**src/rtl/gcf_defines.svh**
```systemverilog
// Offsets, field positions, reset values and limits of the global control fields.
// Assumes inclusion by bare name from the package and the design modules.
`ifndef GCF_DEFINES_SVH
`define GCF_DEFINES_SVH
// ----------------------------------------
// Register indexes, byte address is four times the index
// ----------------------------------------
`define GCF_IDX_FRAME_BUF 8'h04
`define GCF_IDX_VLAN_PRIO 8'h05
`define GCF_IDX_MII 8'h06
`define GCF_IDX_STATUS 8'h10
// ----------------------------------------
// Field positions
// ----------------------------------------
`define GCF_B_OVERSIZE 2
`define GCF_B_LEGAL_MAX 1
`define GCF_B_HP_RESERVE 0
`define GCF_B_NO_COLL_DROP 3
`define GCF_B_VLAN_EN 7
`define GCF_B_SNOOP_EN 6
`define GCF_B_PRIO_HI 3
`define GCF_B_PRIO_LO 2
`define GCF_B_MIRROR_AND 0
`define GCF_B_MII_HALF 6
`define GCF_B_MII_FLOW 5
`define GCF_B_MII_10MBPS 4
// ----------------------------------------
// Reset values, strap bits are merged in at reset
// ----------------------------------------
`define GCF_FRAME_BUF_RST 8'hF1
`define GCF_VLAN_PRIO_RST 8'h00
`define GCF_MII_RST 8'h00
`define GCF_STRAP_N 5
`define GCF_STRAP_LEGAL 0
`define GCF_STRAP_NO_COLL 1
`define GCF_STRAP_HALF 2
`define GCF_STRAP_FLOW 3
`define GCF_STRAP_10MBPS 4
// ----------------------------------------
// Frame limits in bytes, buffer and ratio counts
// ----------------------------------------
`define GCF_LEN_TAGGED 11'h5F2
`define GCF_LEN_UNTAGGED 11'h5EE
`define GCF_LEN_DEFAULT 11'h600
`define GCF_LEN_OVERSIZE 11'h77C
`define GCF_HP_BUFS 6'h30
`define GCF_RATIO_10_1 4'hA
`define GCF_RATIO_5_1 4'h5
`define GCF_RATIO_2_1 4'h2
`define GCF_CNT_MAX 8'hFF
`endif

```
**src/rtl/gcf_pkg.sv**
```systemverilog
// Types shared by the global control block and its egress scheduler.
// Assumes the defines header sits in the include path.
`include "gcf_defines.svh"
package gcf_pkg;
    typedef logic [10:0] gcf_len_t;
    typedef logic [5:0] gcf_bufcnt_t;
    typedef enum logic [1:0] {
        GCF_PRIO_STRICT = 2'b00,
        GCF_PRIO_10_1 = 2'b01,
        GCF_PRIO_5_1 = 2'b10,
        GCF_PRIO_2_1 = 2'b11
    } gcf_prio_mode_e;
    typedef enum logic [1:0] {
        GCF_SCHED_HI_RUN = 2'b01,
        GCF_SCHED_LO_TURN = 2'b10
    } gcf_sched_state_e;
    typedef struct packed {
        gcf_sched_state_e state;
        logic [3:0] hi_count;
    } gcf_sched_s;
    typedef struct packed {
        logic [7:0] frame_buf;
        logic [7:0] vlan_prio;
        logic [7:0] mii;
        logic [7:0] drop_count;
        logic [7:0] rdata;
        logic slverr;
        logic [`GCF_STRAP_N-1:0] strap_meta;
        logic [`GCF_STRAP_N-1:0] strap_sync;
        logic res_valid;
        logic res_drop;
        logic res_to_mii;
        logic res_mirror;
        gcf_bufcnt_t hp_bufs;
    } gcf_state_s;
endpackage : gcf_pkg

```
**src/rtl/gcf_sched_if.sv**
```systemverilog
// Link between the control registers and the egress priority scheduler.
// Assumes both ends run on the same clock.
`timescale 1ns/100ps
interface gcf_sched_if;
    gcf_pkg::gcf_prio_mode_e mode;
    logic hi_pending;
    logic lo_pending;
    logic take;
    logic pick_hi;
    logic pick_lo;
    modport ctrl (output mode, output hi_pending, output lo_pending, output take, input pick_hi, input pick_lo);
    modport sched (input mode, input hi_pending, input lo_pending, input take, output pick_hi, output pick_lo);
endinterface : gcf_sched_if

```
**src/rtl/gcf_global_ctrl.sv**
```systemverilog
// Global control fields of a three-port switch core, reached over APB.
// Assumes the frame and egress inputs come from core logic on clk_in
// and that the strap inputs are pins held stable around reset.
//
// Local design decision: register access over APB.
`timescale 1ns/100ps
`include "gcf_defines.svh"

// Behaviour
// - With the legal size check on, tagged frames over 1522 and untagged frames over 1518 bytes are dropped.
// - With the check off and oversize support off, frames up to 1536 bytes inclusive are accepted.
// - Oversize support accepts frames up to 1916 bytes inclusive and overrides the legal size check.
// - Buffer reservation on sets aside 48 buffers per port for high priority frames, off reserves none.
// - The VLAN enable bit switches 802.1Q forwarding on or off and resets to zero.
// - With snooping on, every IGMP frame is also forwarded to the switch MII port.
// - The two-bit scheme picks strict priority or high/low ratios of 10/1, 5/1 or 2/1, resetting to strict.
// - With the mirror mode bit set, a frame is mirrored only when both source and destination match.
// - With the mirror mode bit clear, a frame is mirrored when either source or destination matches.
// - The MII duplex bit set runs the switch MII in half duplex, clear runs it in full duplex.
module gcf_global_ctrl #(
    parameter int ADDR_W = 12
) (
    input logic clk_in,
    input logic srst_in,
    input logic psel_in,
    input logic penable_in,
    input logic pwrite_in,
    input logic [ADDR_W-1:0] paddr_in,
    input logic [31:0] pwdata_in,
    input logic [3:0] pstrb_in,
    output logic [31:0] prdata_out,
    output logic pready_out,
    output logic pslverr_out,
    input logic strap_legal_max_in,
    input logic strap_no_coll_drop_in,
    input logic strap_mii_half_in,
    input logic strap_mii_flow_in,
    input logic strap_mii_10mbps_in,
    input logic frame_valid_in,
    input gcf_pkg::gcf_len_t frame_len_in,
    input logic frame_tagged_in,
    input logic frame_igmp_in,
    input logic mirror_src_match_in,
    input logic mirror_dst_match_in,
    output logic frame_done_out,
    output logic frame_drop_out,
    output logic frame_to_mii_out,
    output logic frame_mirror_out,
    output logic vlan_mode_out,
    output gcf_pkg::gcf_bufcnt_t hp_reserved_bufs_out,
    output logic mii_half_duplex_out,
    output logic mii_flow_ctrl_out,
    output logic mii_10mbps_out,
    input logic egress_hi_pending_in,
    input logic egress_lo_pending_in,
    input logic egress_take_in,
    output logic egress_pick_hi_out,
    output logic egress_pick_lo_out
);
    import gcf_pkg::*;

    // ----------------------------------------
    // State and decode signals
    // ----------------------------------------
    gcf_state_s st_reg;
    gcf_state_s st_next;

    logic [`GCF_STRAP_N-1:0] strap_pins;
    logic setup_phase;
    logic access_wr;
    logic addr_aligned;
    logic [7:0] addr_index;
    logic hit_frame_buf;
    logic hit_vlan_prio;
    logic hit_mii;
    logic hit_status;
    logic addr_hit;
    logic lane0_wr;
    logic [7:0] rd_mux;

    gcf_len_t size_limit;
    logic size_drop;
    logic mirror_hit;
    logic drop_event;
    logic status_clear;

    gcf_sched_if sched_bus ();

    assign strap_pins = {
        strap_mii_10mbps_in,
        strap_mii_flow_in,
        strap_mii_half_in,
        strap_no_coll_drop_in,
        strap_legal_max_in
    };

    // ----------------------------------------
    // APB address decode
    // ----------------------------------------
    // Upper address bits must be zero, so aliases never reach a register
    assign addr_index = paddr_in[9:2];
    assign addr_aligned = (paddr_in[1:0] == 2'b00) && (paddr_in[ADDR_W-1:10] == '0);
    assign hit_frame_buf = addr_aligned && (addr_index == `GCF_IDX_FRAME_BUF);
    assign hit_vlan_prio = addr_aligned && (addr_index == `GCF_IDX_VLAN_PRIO);
    assign hit_mii = addr_aligned && (addr_index == `GCF_IDX_MII);
    assign hit_status = addr_aligned && (addr_index == `GCF_IDX_STATUS);
    assign addr_hit = hit_frame_buf | hit_vlan_prio | hit_mii | hit_status;

    assign setup_phase = psel_in & ~penable_in;
    // No wait states, so every access phase completes at its first edge
    assign access_wr = psel_in & penable_in & pwrite_in & addr_hit;
    assign lane0_wr = access_wr & pstrb_in[0];

    always_comb begin
        rd_mux = 8'h00;
        if (hit_frame_buf) begin
            rd_mux = st_reg.frame_buf;
        end else if (hit_vlan_prio) begin
            rd_mux = st_reg.vlan_prio;
        end else if (hit_mii) begin
            rd_mux = st_reg.mii;
        end else if (hit_status) begin
            rd_mux = st_reg.drop_count;
        end
    end

    // ----------------------------------------
    // Frame size limit
    // ----------------------------------------
    always_comb begin
        if (st_reg.frame_buf[`GCF_B_OVERSIZE]) begin
            size_limit = `GCF_LEN_OVERSIZE;
        end else if (st_reg.frame_buf[`GCF_B_LEGAL_MAX]) begin
            if (frame_tagged_in) begin
                size_limit = `GCF_LEN_TAGGED;
            end else begin
                size_limit = `GCF_LEN_UNTAGGED;
            end
        end else begin
            size_limit = `GCF_LEN_DEFAULT;
        end
    end

    // Limits are inclusive: only a length above the limit drops
    assign size_drop = (frame_len_in > size_limit);

    // ----------------------------------------
    // Mirror match
    // ----------------------------------------
    always_comb begin
        if (st_reg.vlan_prio[`GCF_B_MIRROR_AND]) begin
            mirror_hit = mirror_src_match_in & mirror_dst_match_in;
        end else begin
            mirror_hit = mirror_src_match_in | mirror_dst_match_in;
        end
    end

    assign drop_event = frame_valid_in & size_drop;
    assign status_clear = access_wr & hit_status & pstrb_in[0];

    // ----------------------------------------
    // Next state
    // ----------------------------------------
    always_comb begin
        st_next = st_reg;

        // Synchroniser: the first stage feeds only the second
        st_next.strap_meta = strap_pins;
        st_next.strap_sync = st_reg.strap_meta;

        // Read data and error are fixed in setup and held through access
        if (setup_phase) begin
            st_next.rdata = pwrite_in ? 8'h00 : rd_mux;
            st_next.slverr = ~addr_hit;
        end

        // Register writes, reserved bits are stored as written
        if (lane0_wr && hit_frame_buf) begin
            st_next.frame_buf = pwdata_in[7:0];
        end
        if (lane0_wr && hit_vlan_prio) begin
            st_next.vlan_prio = pwdata_in[7:0];
        end
        if (lane0_wr && hit_mii) begin
            st_next.mii = pwdata_in[7:0];
        end

        // Drop counter saturates; a drop in the clearing cycle still counts
        if (status_clear) begin
            st_next.drop_count = drop_event ? 8'h01 : 8'h00;
        end else if (drop_event && (st_reg.drop_count != `GCF_CNT_MAX)) begin
            st_next.drop_count = st_reg.drop_count + 8'h01;
        end

        // One registered verdict per frame
        st_next.res_valid = frame_valid_in;
        if (frame_valid_in) begin
            st_next.res_drop = size_drop;
            st_next.res_to_mii = frame_igmp_in & st_reg.vlan_prio[`GCF_B_SNOOP_EN];
            st_next.res_mirror = mirror_hit;
        end

        if (srst_in) begin
            st_next.frame_buf = `GCF_FRAME_BUF_RST;
            st_next.frame_buf[`GCF_B_LEGAL_MAX] = st_reg.strap_sync[`GCF_STRAP_LEGAL];
            st_next.frame_buf[`GCF_B_NO_COLL_DROP] = st_reg.strap_sync[`GCF_STRAP_NO_COLL];
            st_next.vlan_prio = `GCF_VLAN_PRIO_RST;
            st_next.mii = `GCF_MII_RST;
            st_next.mii[`GCF_B_MII_HALF] = st_reg.strap_sync[`GCF_STRAP_HALF];
            st_next.mii[`GCF_B_MII_FLOW] = st_reg.strap_sync[`GCF_STRAP_FLOW];
            st_next.mii[`GCF_B_MII_10MBPS] = st_reg.strap_sync[`GCF_STRAP_10MBPS];
            st_next.drop_count = 8'h00;
            st_next.rdata = 8'h00;
            st_next.slverr = 1'b0;
            st_next.res_valid = 1'b0;
            st_next.res_drop = 1'b0;
            st_next.res_to_mii = 1'b0;
            st_next.res_mirror = 1'b0;
        end

        // Follows the register so it changes in the same cycle as the bit
        if (st_next.frame_buf[`GCF_B_HP_RESERVE]) begin
            st_next.hp_bufs = `GCF_HP_BUFS;
        end else begin
            st_next.hp_bufs = 6'h00;
        end
    end

    always_ff @(posedge clk_in) begin
        st_reg <= st_next;
    end

    // ----------------------------------------
    // Egress scheduler
    // ----------------------------------------
    assign sched_bus.mode = gcf_prio_mode_e'({st_reg.vlan_prio[`GCF_B_PRIO_HI], st_reg.vlan_prio[`GCF_B_PRIO_LO]});
    assign sched_bus.hi_pending = egress_hi_pending_in;
    assign sched_bus.lo_pending = egress_lo_pending_in;
    assign sched_bus.take = egress_take_in;

    gcf_egress_sched u_sched (
        .clk_in(clk_in),
        .srst_in(srst_in),
        .sif(sched_bus.sched)
    );

    assign egress_pick_hi_out = sched_bus.pick_hi;
    assign egress_pick_lo_out = sched_bus.pick_lo;

    // ----------------------------------------
    // Outputs
    // ----------------------------------------
    assign prdata_out = {24'h00_0000, st_reg.rdata};
    assign pready_out = 1'b1;
    assign pslverr_out = st_reg.slverr;

    assign frame_done_out = st_reg.res_valid;
    assign frame_drop_out = st_reg.res_drop;
    assign frame_to_mii_out = st_reg.res_to_mii;
    assign frame_mirror_out = st_reg.res_mirror;

    assign vlan_mode_out = st_reg.vlan_prio[`GCF_B_VLAN_EN];
    assign hp_reserved_bufs_out = st_reg.hp_bufs;
    assign mii_half_duplex_out = st_reg.mii[`GCF_B_MII_HALF];
    assign mii_flow_ctrl_out = st_reg.mii[`GCF_B_MII_FLOW];
    assign mii_10mbps_out = st_reg.mii[`GCF_B_MII_10MBPS];
endmodule : gcf_global_ctrl

```
**src/rtl/gcf_egress_sched.sv**
```systemverilog
// Egress priority scheduler: strict or weighted high/low selection.
// Assumes take pulses for one cycle when the port starts the picked frame.
`timescale 1ns/100ps
module gcf_egress_sched (
    input logic clk_in,
    input logic srst_in,
    gcf_sched_if.sched sif
);
    import gcf_pkg::*;

    gcf_sched_s st_reg;
    gcf_sched_s st_next;
    logic [3:0] ratio;
    logic owe_lo;
    logic [3:0] count_inc;

    // A low frame is owed only in LO_TURN; strict mode never enters it
    assign owe_lo = (st_reg.state == GCF_SCHED_LO_TURN);
    assign sif.pick_lo = sif.lo_pending & (owe_lo | ~sif.hi_pending);
    assign sif.pick_hi = sif.hi_pending & ~sif.pick_lo;
    assign count_inc = st_reg.hi_count + 4'h1;

    always_comb begin
        st_next = st_reg;
        ratio = 4'h0;
        unique case (sif.mode)
            GCF_PRIO_STRICT: ratio = 4'h0;
            GCF_PRIO_10_1: ratio = `GCF_RATIO_10_1;
            GCF_PRIO_5_1: ratio = `GCF_RATIO_5_1;
            GCF_PRIO_2_1: ratio = `GCF_RATIO_2_1;
        endcase
        unique case (st_reg.state)
            GCF_SCHED_HI_RUN: begin
                if (sif.take && sif.pick_lo) begin
                    st_next.hi_count = 4'h0;
                end else if (sif.take && sif.pick_hi && (ratio != 4'h0)) begin
                    // Compare with >= so a ratio lowered mid-run still hands over
                    if (count_inc >= ratio) begin
                        st_next.state = GCF_SCHED_LO_TURN;
                        st_next.hi_count = 4'h0;
                    end else begin
                        st_next.hi_count = count_inc;
                    end
                end
            end
            GCF_SCHED_LO_TURN: begin
                if (sif.take && sif.pick_lo) begin
                    st_next.state = GCF_SCHED_HI_RUN;
                end
            end
        endcase
        if (srst_in || (ratio == 4'h0)) begin
            st_next.state = GCF_SCHED_HI_RUN;
            st_next.hi_count = 4'h0;
        end
    end

    always_ff @(posedge clk_in) begin
        st_reg <= st_next;
    end
endmodule : gcf_egress_sched

```
**config.mk**
```make
export PLATFORM = sky130hd
export DESIGN_NAME = gcf_global_ctrl
export DESIGN_NICKNAME = d
export VERILOG_FILES = /design/src/rtl/gcf_pkg.sv /design/src/rtl/gcf_sched_if.sv /design/src/rtl/gcf_global_ctrl.sv /design/src/rtl/gcf_egress_sched.sv
export VERILOG_INCLUDE_DIRS = /design/src /design/src/rtl
export SDC_FILE = /design/constraint.sdc
export NUM_CORES = 1
export LEC_CHECK = 0
export ABC_AREA = 1
export BUFFER_PORTS_ARGS = -buffer_cell sky130_fd_sc_hd__buf_2
export CAP_MARGIN = 5
export CORE_MARGIN = 4
export CORE_UTILIZATION = 24
export DETAILED_ROUTE_END_ITERATION = 8
export PLACE_DENSITY_LB_ADDON = 0.15
export SYNTH_ARGS = -nofsm -noshare
export SYNTH_HDL_FRONTEND = slang
export SYNTH_SLANG_ARGS = --single-unit
```
**constraint.sdc**
```tcl
create_clock -name clk_in -period 5.5 [get_ports clk_in]
set_clock_uncertainty 0.05 [all_clocks]
set_input_delay 0.825 -clock clk_in [delete_from_list [all_inputs] [get_ports clk_in]]
set_output_delay 0.825 -clock clk_in [all_outputs]
set_load 0.01 [all_outputs]
```
==> impl_metrics.json, run 1 <==
{
  "status": "finished, final reports clean",
  "ir_drop_mv": 0.113,
  "start_util": 0.248,
  "arrival_ps": 2380,
  "rsz0062_at_grt": "no",
  "yosys.area.top_type": "dfxtp_1",
  "p_leak_uw": 0.00207,
  "track_usage": 0.114,
  "largest_reg_flops": 30,
  "postCtsHoldBufs": 0,
  "cts-resized-gates": 0,
  "cts_setup_buffers": 0,
  "synth_area_per_cell_um2": 7.37,
  "timing.fmax_mhz": 414,
  "drv_cap": 0,
  "path_clk_slew_ps": 50,
  "fp.dieH_um": 129,
  "fin_total_pwr_uw": 1140,
  "ys_seq_elements": 61,
  "place_inst": 706,
  "final_common_cell": "nand2_1",
  "first_global_vias": 2961,
  "synthCells": 474,
  "ant_nets": 0,
  "timing.final.hold_violations": 0,
  "startpoint_type": "input port",
  "ys_top_cells_by_area": "dfxtp_1 (32%), nand2_1 (9.2%), buf_4 (8.4%)",
  "hold_class": "reg2reg",
  "drtIter0Drc": 182,
  "path_max_fanout": 27,
  "holdWs_ps": 274,
  "cts_buffers": 9,
  "critPathKind": "in2reg",
  "numClockSinks": 61,
  "ctsRootBufferMaster": "clkbuf_16",
  "cts_htree_levels": 3,
  "yosysWarningCount": 0,
  "ys_types": 39,
  "post-route-period-util": 0.439,
  "drc": 0,
  "insertion_delay_ps": 330,
  "setup_viol": 0,
  "grt_pass1_wl_mm": 14.7,
  "required_ps": 5470,
  "cts_tree": "built",
  "vias": 3060,
  "ios": 127,
  "synth_area_um2": 3490,
  "num-nets-final": 629,
  "vias_per_cell": 4.24,
  "firstDrtPassIters": 4,
  "tightest_slew_ps": 774,
  "dp_hpwl_mm": 7.27,
  "diodes": 0,
  "power.density_nw_per_um2": 275,
  "synth_top_area_frac": 0.321,
  "min_period_ps": 2410,
  "die_w_um": 129,
  "wirelength_mm": 9.17,
  "coreArea_um2": 14100,
  "grt_overflow": 0,
  "cts_buffer_depth": 2,
  "gp_congestion": 0.829,
  "rows": 43,
  "fin_cells": 722,
  "grt_max_degree": 28,
  "tns_ps": 0,
  "synth_seq_area_share": 0.364,
  "utilization": 0.294,
  "worstSetupEndpointType": "flip-flop",
  "area_delta_synth_final_pct": 18.5,
  "port-buffer-count": 70,
  "layout_common_cells": "nand2_1 (86), buf_2 (70), inv_1 (58)",
  "slew_headroom": 0.481,
  "die_area_um2": 16600,
  "maxSlewViolCount": 0,
  "drive_above_1_share": 0.210,
  "antenna_found_initial": 0,
  "wl_per_cell_um": 12.7
}
-- per-stage QoR --
stage,worst slack [ps],cell area (um2)
floorplan,3290,3600
global placement,2690,3830
detailed placement,2700,3830
CTS,3040,4140
global route,2890,4140
finish,3090,4140
-- metal layers --
layer  global-route usage  up-vias  wire, um
li1                     -     1597         -
met1                0.154     1353      4490
met2                0.175       95      3940
met3               0.0237       15       556
met4               0.0544        0       193
met5                    0        -         0
-- critical path, cell delays in order --
cell      delay, ps
buf_2           380
clkinv_1        760
nand2_2         390
-- report_power, final --
group | internal (uW) | total [uW] | switching (uW)
Sequential | 458 | 462 | 4.22
Clock | 385 | 585 | 200
Combinational | 33.3 | 94.2 | 60.9
Total | 876 | 1140 | 265
-- cells by family after synthesis --
group	count (synthesis)	share of synthesized area
other	2	0.00215
AOI/OAI and AO/OA	90	0.141
adders and majority gates	16	0.0566
buffers and inverters	109	0.166
DFF	61	0.364
xor gates and xnor gates	4	0.0100
and+or+nand+nor	192	0.260
-- path summary, 6_finish.rpt --
check / from / end / slack, ps / depth (start not counted)
worst max-delay path: srst_in / mii_half_duplex_out$_DFFE_PP_ / 3090 / 3
worst min-delay path: st_next[10]$_DFF_P_ / st_reg[10]$_DFF_P_ / 270 / 0
worst max register to register: st_reg[54]$_DFFE_PP_ / st_reg[34]$_SDFFE_PP0P_ / 3300 / 13
worst min register to register: st_next[10]$_DFF_P_ / st_reg[10]$_DFF_P_ / 270 / 0
-- synthesized netlist by cell type, drive strengths merged --
library cell	n
xnor2	1
and2	1
conb	2
inv	63
dfxtp	56
edfxtp	5
maj3	1
o21ai	42
nor3	6
nand3	26
xor2	3
a21o	1
o22ai	3
ha	15
o21bai	9
or2	2
clkbuf	4
clkinv	1
nor2	57
a21boi	1
buf	41
nand2	94
a22oi	2
nand4	6
a21oi	32
-- cell type report --
cell class                 count  area, um2
timing repair buffer          70        350
fill                        1586       9950
inverter                      64        240
clock inverter                 4       45.0
sequential                    61       1270
multi-input combinational    331       1740
clock buffer                  12        267
tap                          180        225
Power figures use the tool's default switching activity.
==> inputs of run 2 (changes only) <==
Clock period 5.5 ns to 2.3 ns, I/O delays scaled along.
==> run 2 against run 1 <==
  * Sequential cell count unchanged
  * Global-route usage increased by 0.072 points
  * Via count is 0.65% lower
  * Non-clock buffer count up 4
  * Die area is the same
  * Sequential share of layout area hardly changed
  * Utilization about the same
  * Cell count is 0.55% higher
  * Worst hold slack lost 210 ps
  * Total power up 130%
  * Clock-buffer cell count rose by 3
  * Clock power up 110%
  * Critical endpoint is now st_reg[34]$_SDFFE_PP0P_
  * Largest cell class unchanged
==> impl_metrics.json, run 2 (same netlist as run 1, synthesis figures left out) <==
{
  "wl_per_cell_um": 12.7,
  "setup_viol": 0,
  "dp_hpwl_mm": 7.31,
  "maxSlewViolCount": 0,
  "rsz0062_at_grt": "no",
  "ios": 127,
  "diodes": 0,
  "path_max_fanout": 10,
  "drv_cap": 0,
  "area_delta_synth_final_pct": 18.7,
  "final_common_cell": "nand2_1",
  "place_inst": 709,
  "die_w_um": 129,
  "numClockSinks": 61,
  "power.density_nw_per_um2": 622,
  "arrival_ps": 2230,
  "path_clk_slew_ps": 50,
  "cts_buffer_depth": 2,
  "worstSetupEndpointType": "flip-flop",
  "gp_congestion": 0.807,
  "fin_total_pwr_uw": 2580,
  "wirelength_mm": 9.23,
  "first_global_vias": 2926,
  "p_leak_uw": 0.00206,
  "tns_ps": 0,
  "fin_cells": 726,
  "ir_drop_mv": 0.231,
  "start_util": 0.248,
  "timing.fmax_mhz": 484,
  "drive_above_1_share": 0.214,
  "track_usage": 0.115,
  "coreArea_um2": 14100,
  "grt_pass1_wl_mm": 14.8,
  "ant_nets": 0,
  "required_ps": 2470,
  "status": "finished, final reports clean",
  "ctsRootBufferMaster": "clkbuf_16",
  "antenna_found_initial": 0,
  "port-buffer-count": 70,
  "cts_buffers": 9,
  "dpl_worst_slack_ps": 136,
  "vias": 3040,
  "post-route-period-util": 0.898,
  "largest_reg_flops": 30,
  "startpoint_type": "flip-flop",
  "layout_common_cells": "nand2_1 (86), buf_2 (70), inv_1 (57)",
  "vias_per_cell": 4.19,
  "drtIter0Drc": 144,
  "hold_class": "in2reg",
  "die_area_um2": 16600,
  "drc": 0,
  "postCtsHoldBufs": 0,
  "grt_overflow": 0,
  "critPathKind": "reg2reg",
  "fp.dieH_um": 129,
  "reg2reg_slack_ps": 240,
  "grt_max_degree": 27,
  "firstDrtPassIters": 4,
  "fill_cells": 1574,
  "num-nets-final": 633,
  "setup_ws_ps": 236,
  "cts_tree": "built",
  "rows": 43,
  "insertion_delay_ps": 330,
  "timing.final.hold_violations": 0,
  "cts_htree_levels": 3,
  "min_period_ps": 2060
}
==> run 2: cell types whose count changed in the layout (fill, tap and decap cells not counted), moves of 2 or more <==
cell,previous run,this run
buf_4,0,4
clkbuf_1,0,4
nor2_1,53,51
clkinv_2,3,1
nor2_2,1,3
==> run 2: worst paths after layout <==
path / depth (start not counted) / startpoint / end
max: 13 / st_reg[54]$_DFFE_PP_ / st_reg[34]$_SDFFE_PP0P_
min: 1 / strap_no_coll_drop_in / st_next[11]$_DFF_P_
min reg2reg: 0 / st_next[10]$_DFF_P_ / st_reg[10]$_DFF_P_
max reg2reg: 13 / st_reg[54]$_DFFE_PP_ / st_reg[34]$_SDFFE_PP0P_
==> run 2: critical path, cell delays in order (launching register included) <==
cell      delay [ps]
edfxtp_1         450
buf_4            180
nor2_2           150
ha_1             170
nand2_1           70
nor2_1           130
nand2_1           70
nand3_1           70
nand2_1           60
nand2_2          130
nand3_4          150
nor2_1           120
nor2_1            40
and2_1           120
==> run 2: layout make-up <==
class                           instances  area (um2)  share of cell area
Timing Repair Buffer                   74         380              0.0917
Sequential cell                        61        1270               0.307
Clock inverter                          1        5.00             0.00121
Multi-Input combinational cell        331        1760               0.424
Tap cell                              180         225              0.0543
Inverter                               64         240              0.0579
Clock buffer                           15         268              0.0646
==> run 2: power by group <==
part	internal, uW	switching (uW)
clock network	787	454
registers	1090	9.73
logic	84.4	149
total	1970	613
==> run 2: repair_timing <==
item,CTS,global route
endpoints found under the setup margin,0,7
gates resized for setup,0,4
buffers inserted,0,1
==> run 2: through the flow <==
stage / hold WS, ps / utilization / instance area [um2]
2_1_floorplan: 260 / - / 3600
3_5_place_dp: 264 / 0.273 / 3850
5_1_grt: 53.4 / 0.294 / 4150
4_1_cts: 56.5 / 0.293 / 4130
6_report: 68.1 / 0.294 / 4150
3_3_place_gp: 263 / 0.273 / 3850
==> run 2: metal layers <==
metal / track usage / vias to the layer above / part of all wire
met3: 0.0282 / 16 / 0.067
met1: 0.160 / 1327 / 0.50
met5: 0 / - / 0
met2: 0.169 / 101 / 0.41
met4: 0.0506 / 0 / 0.024
li1: - / 1596 / -
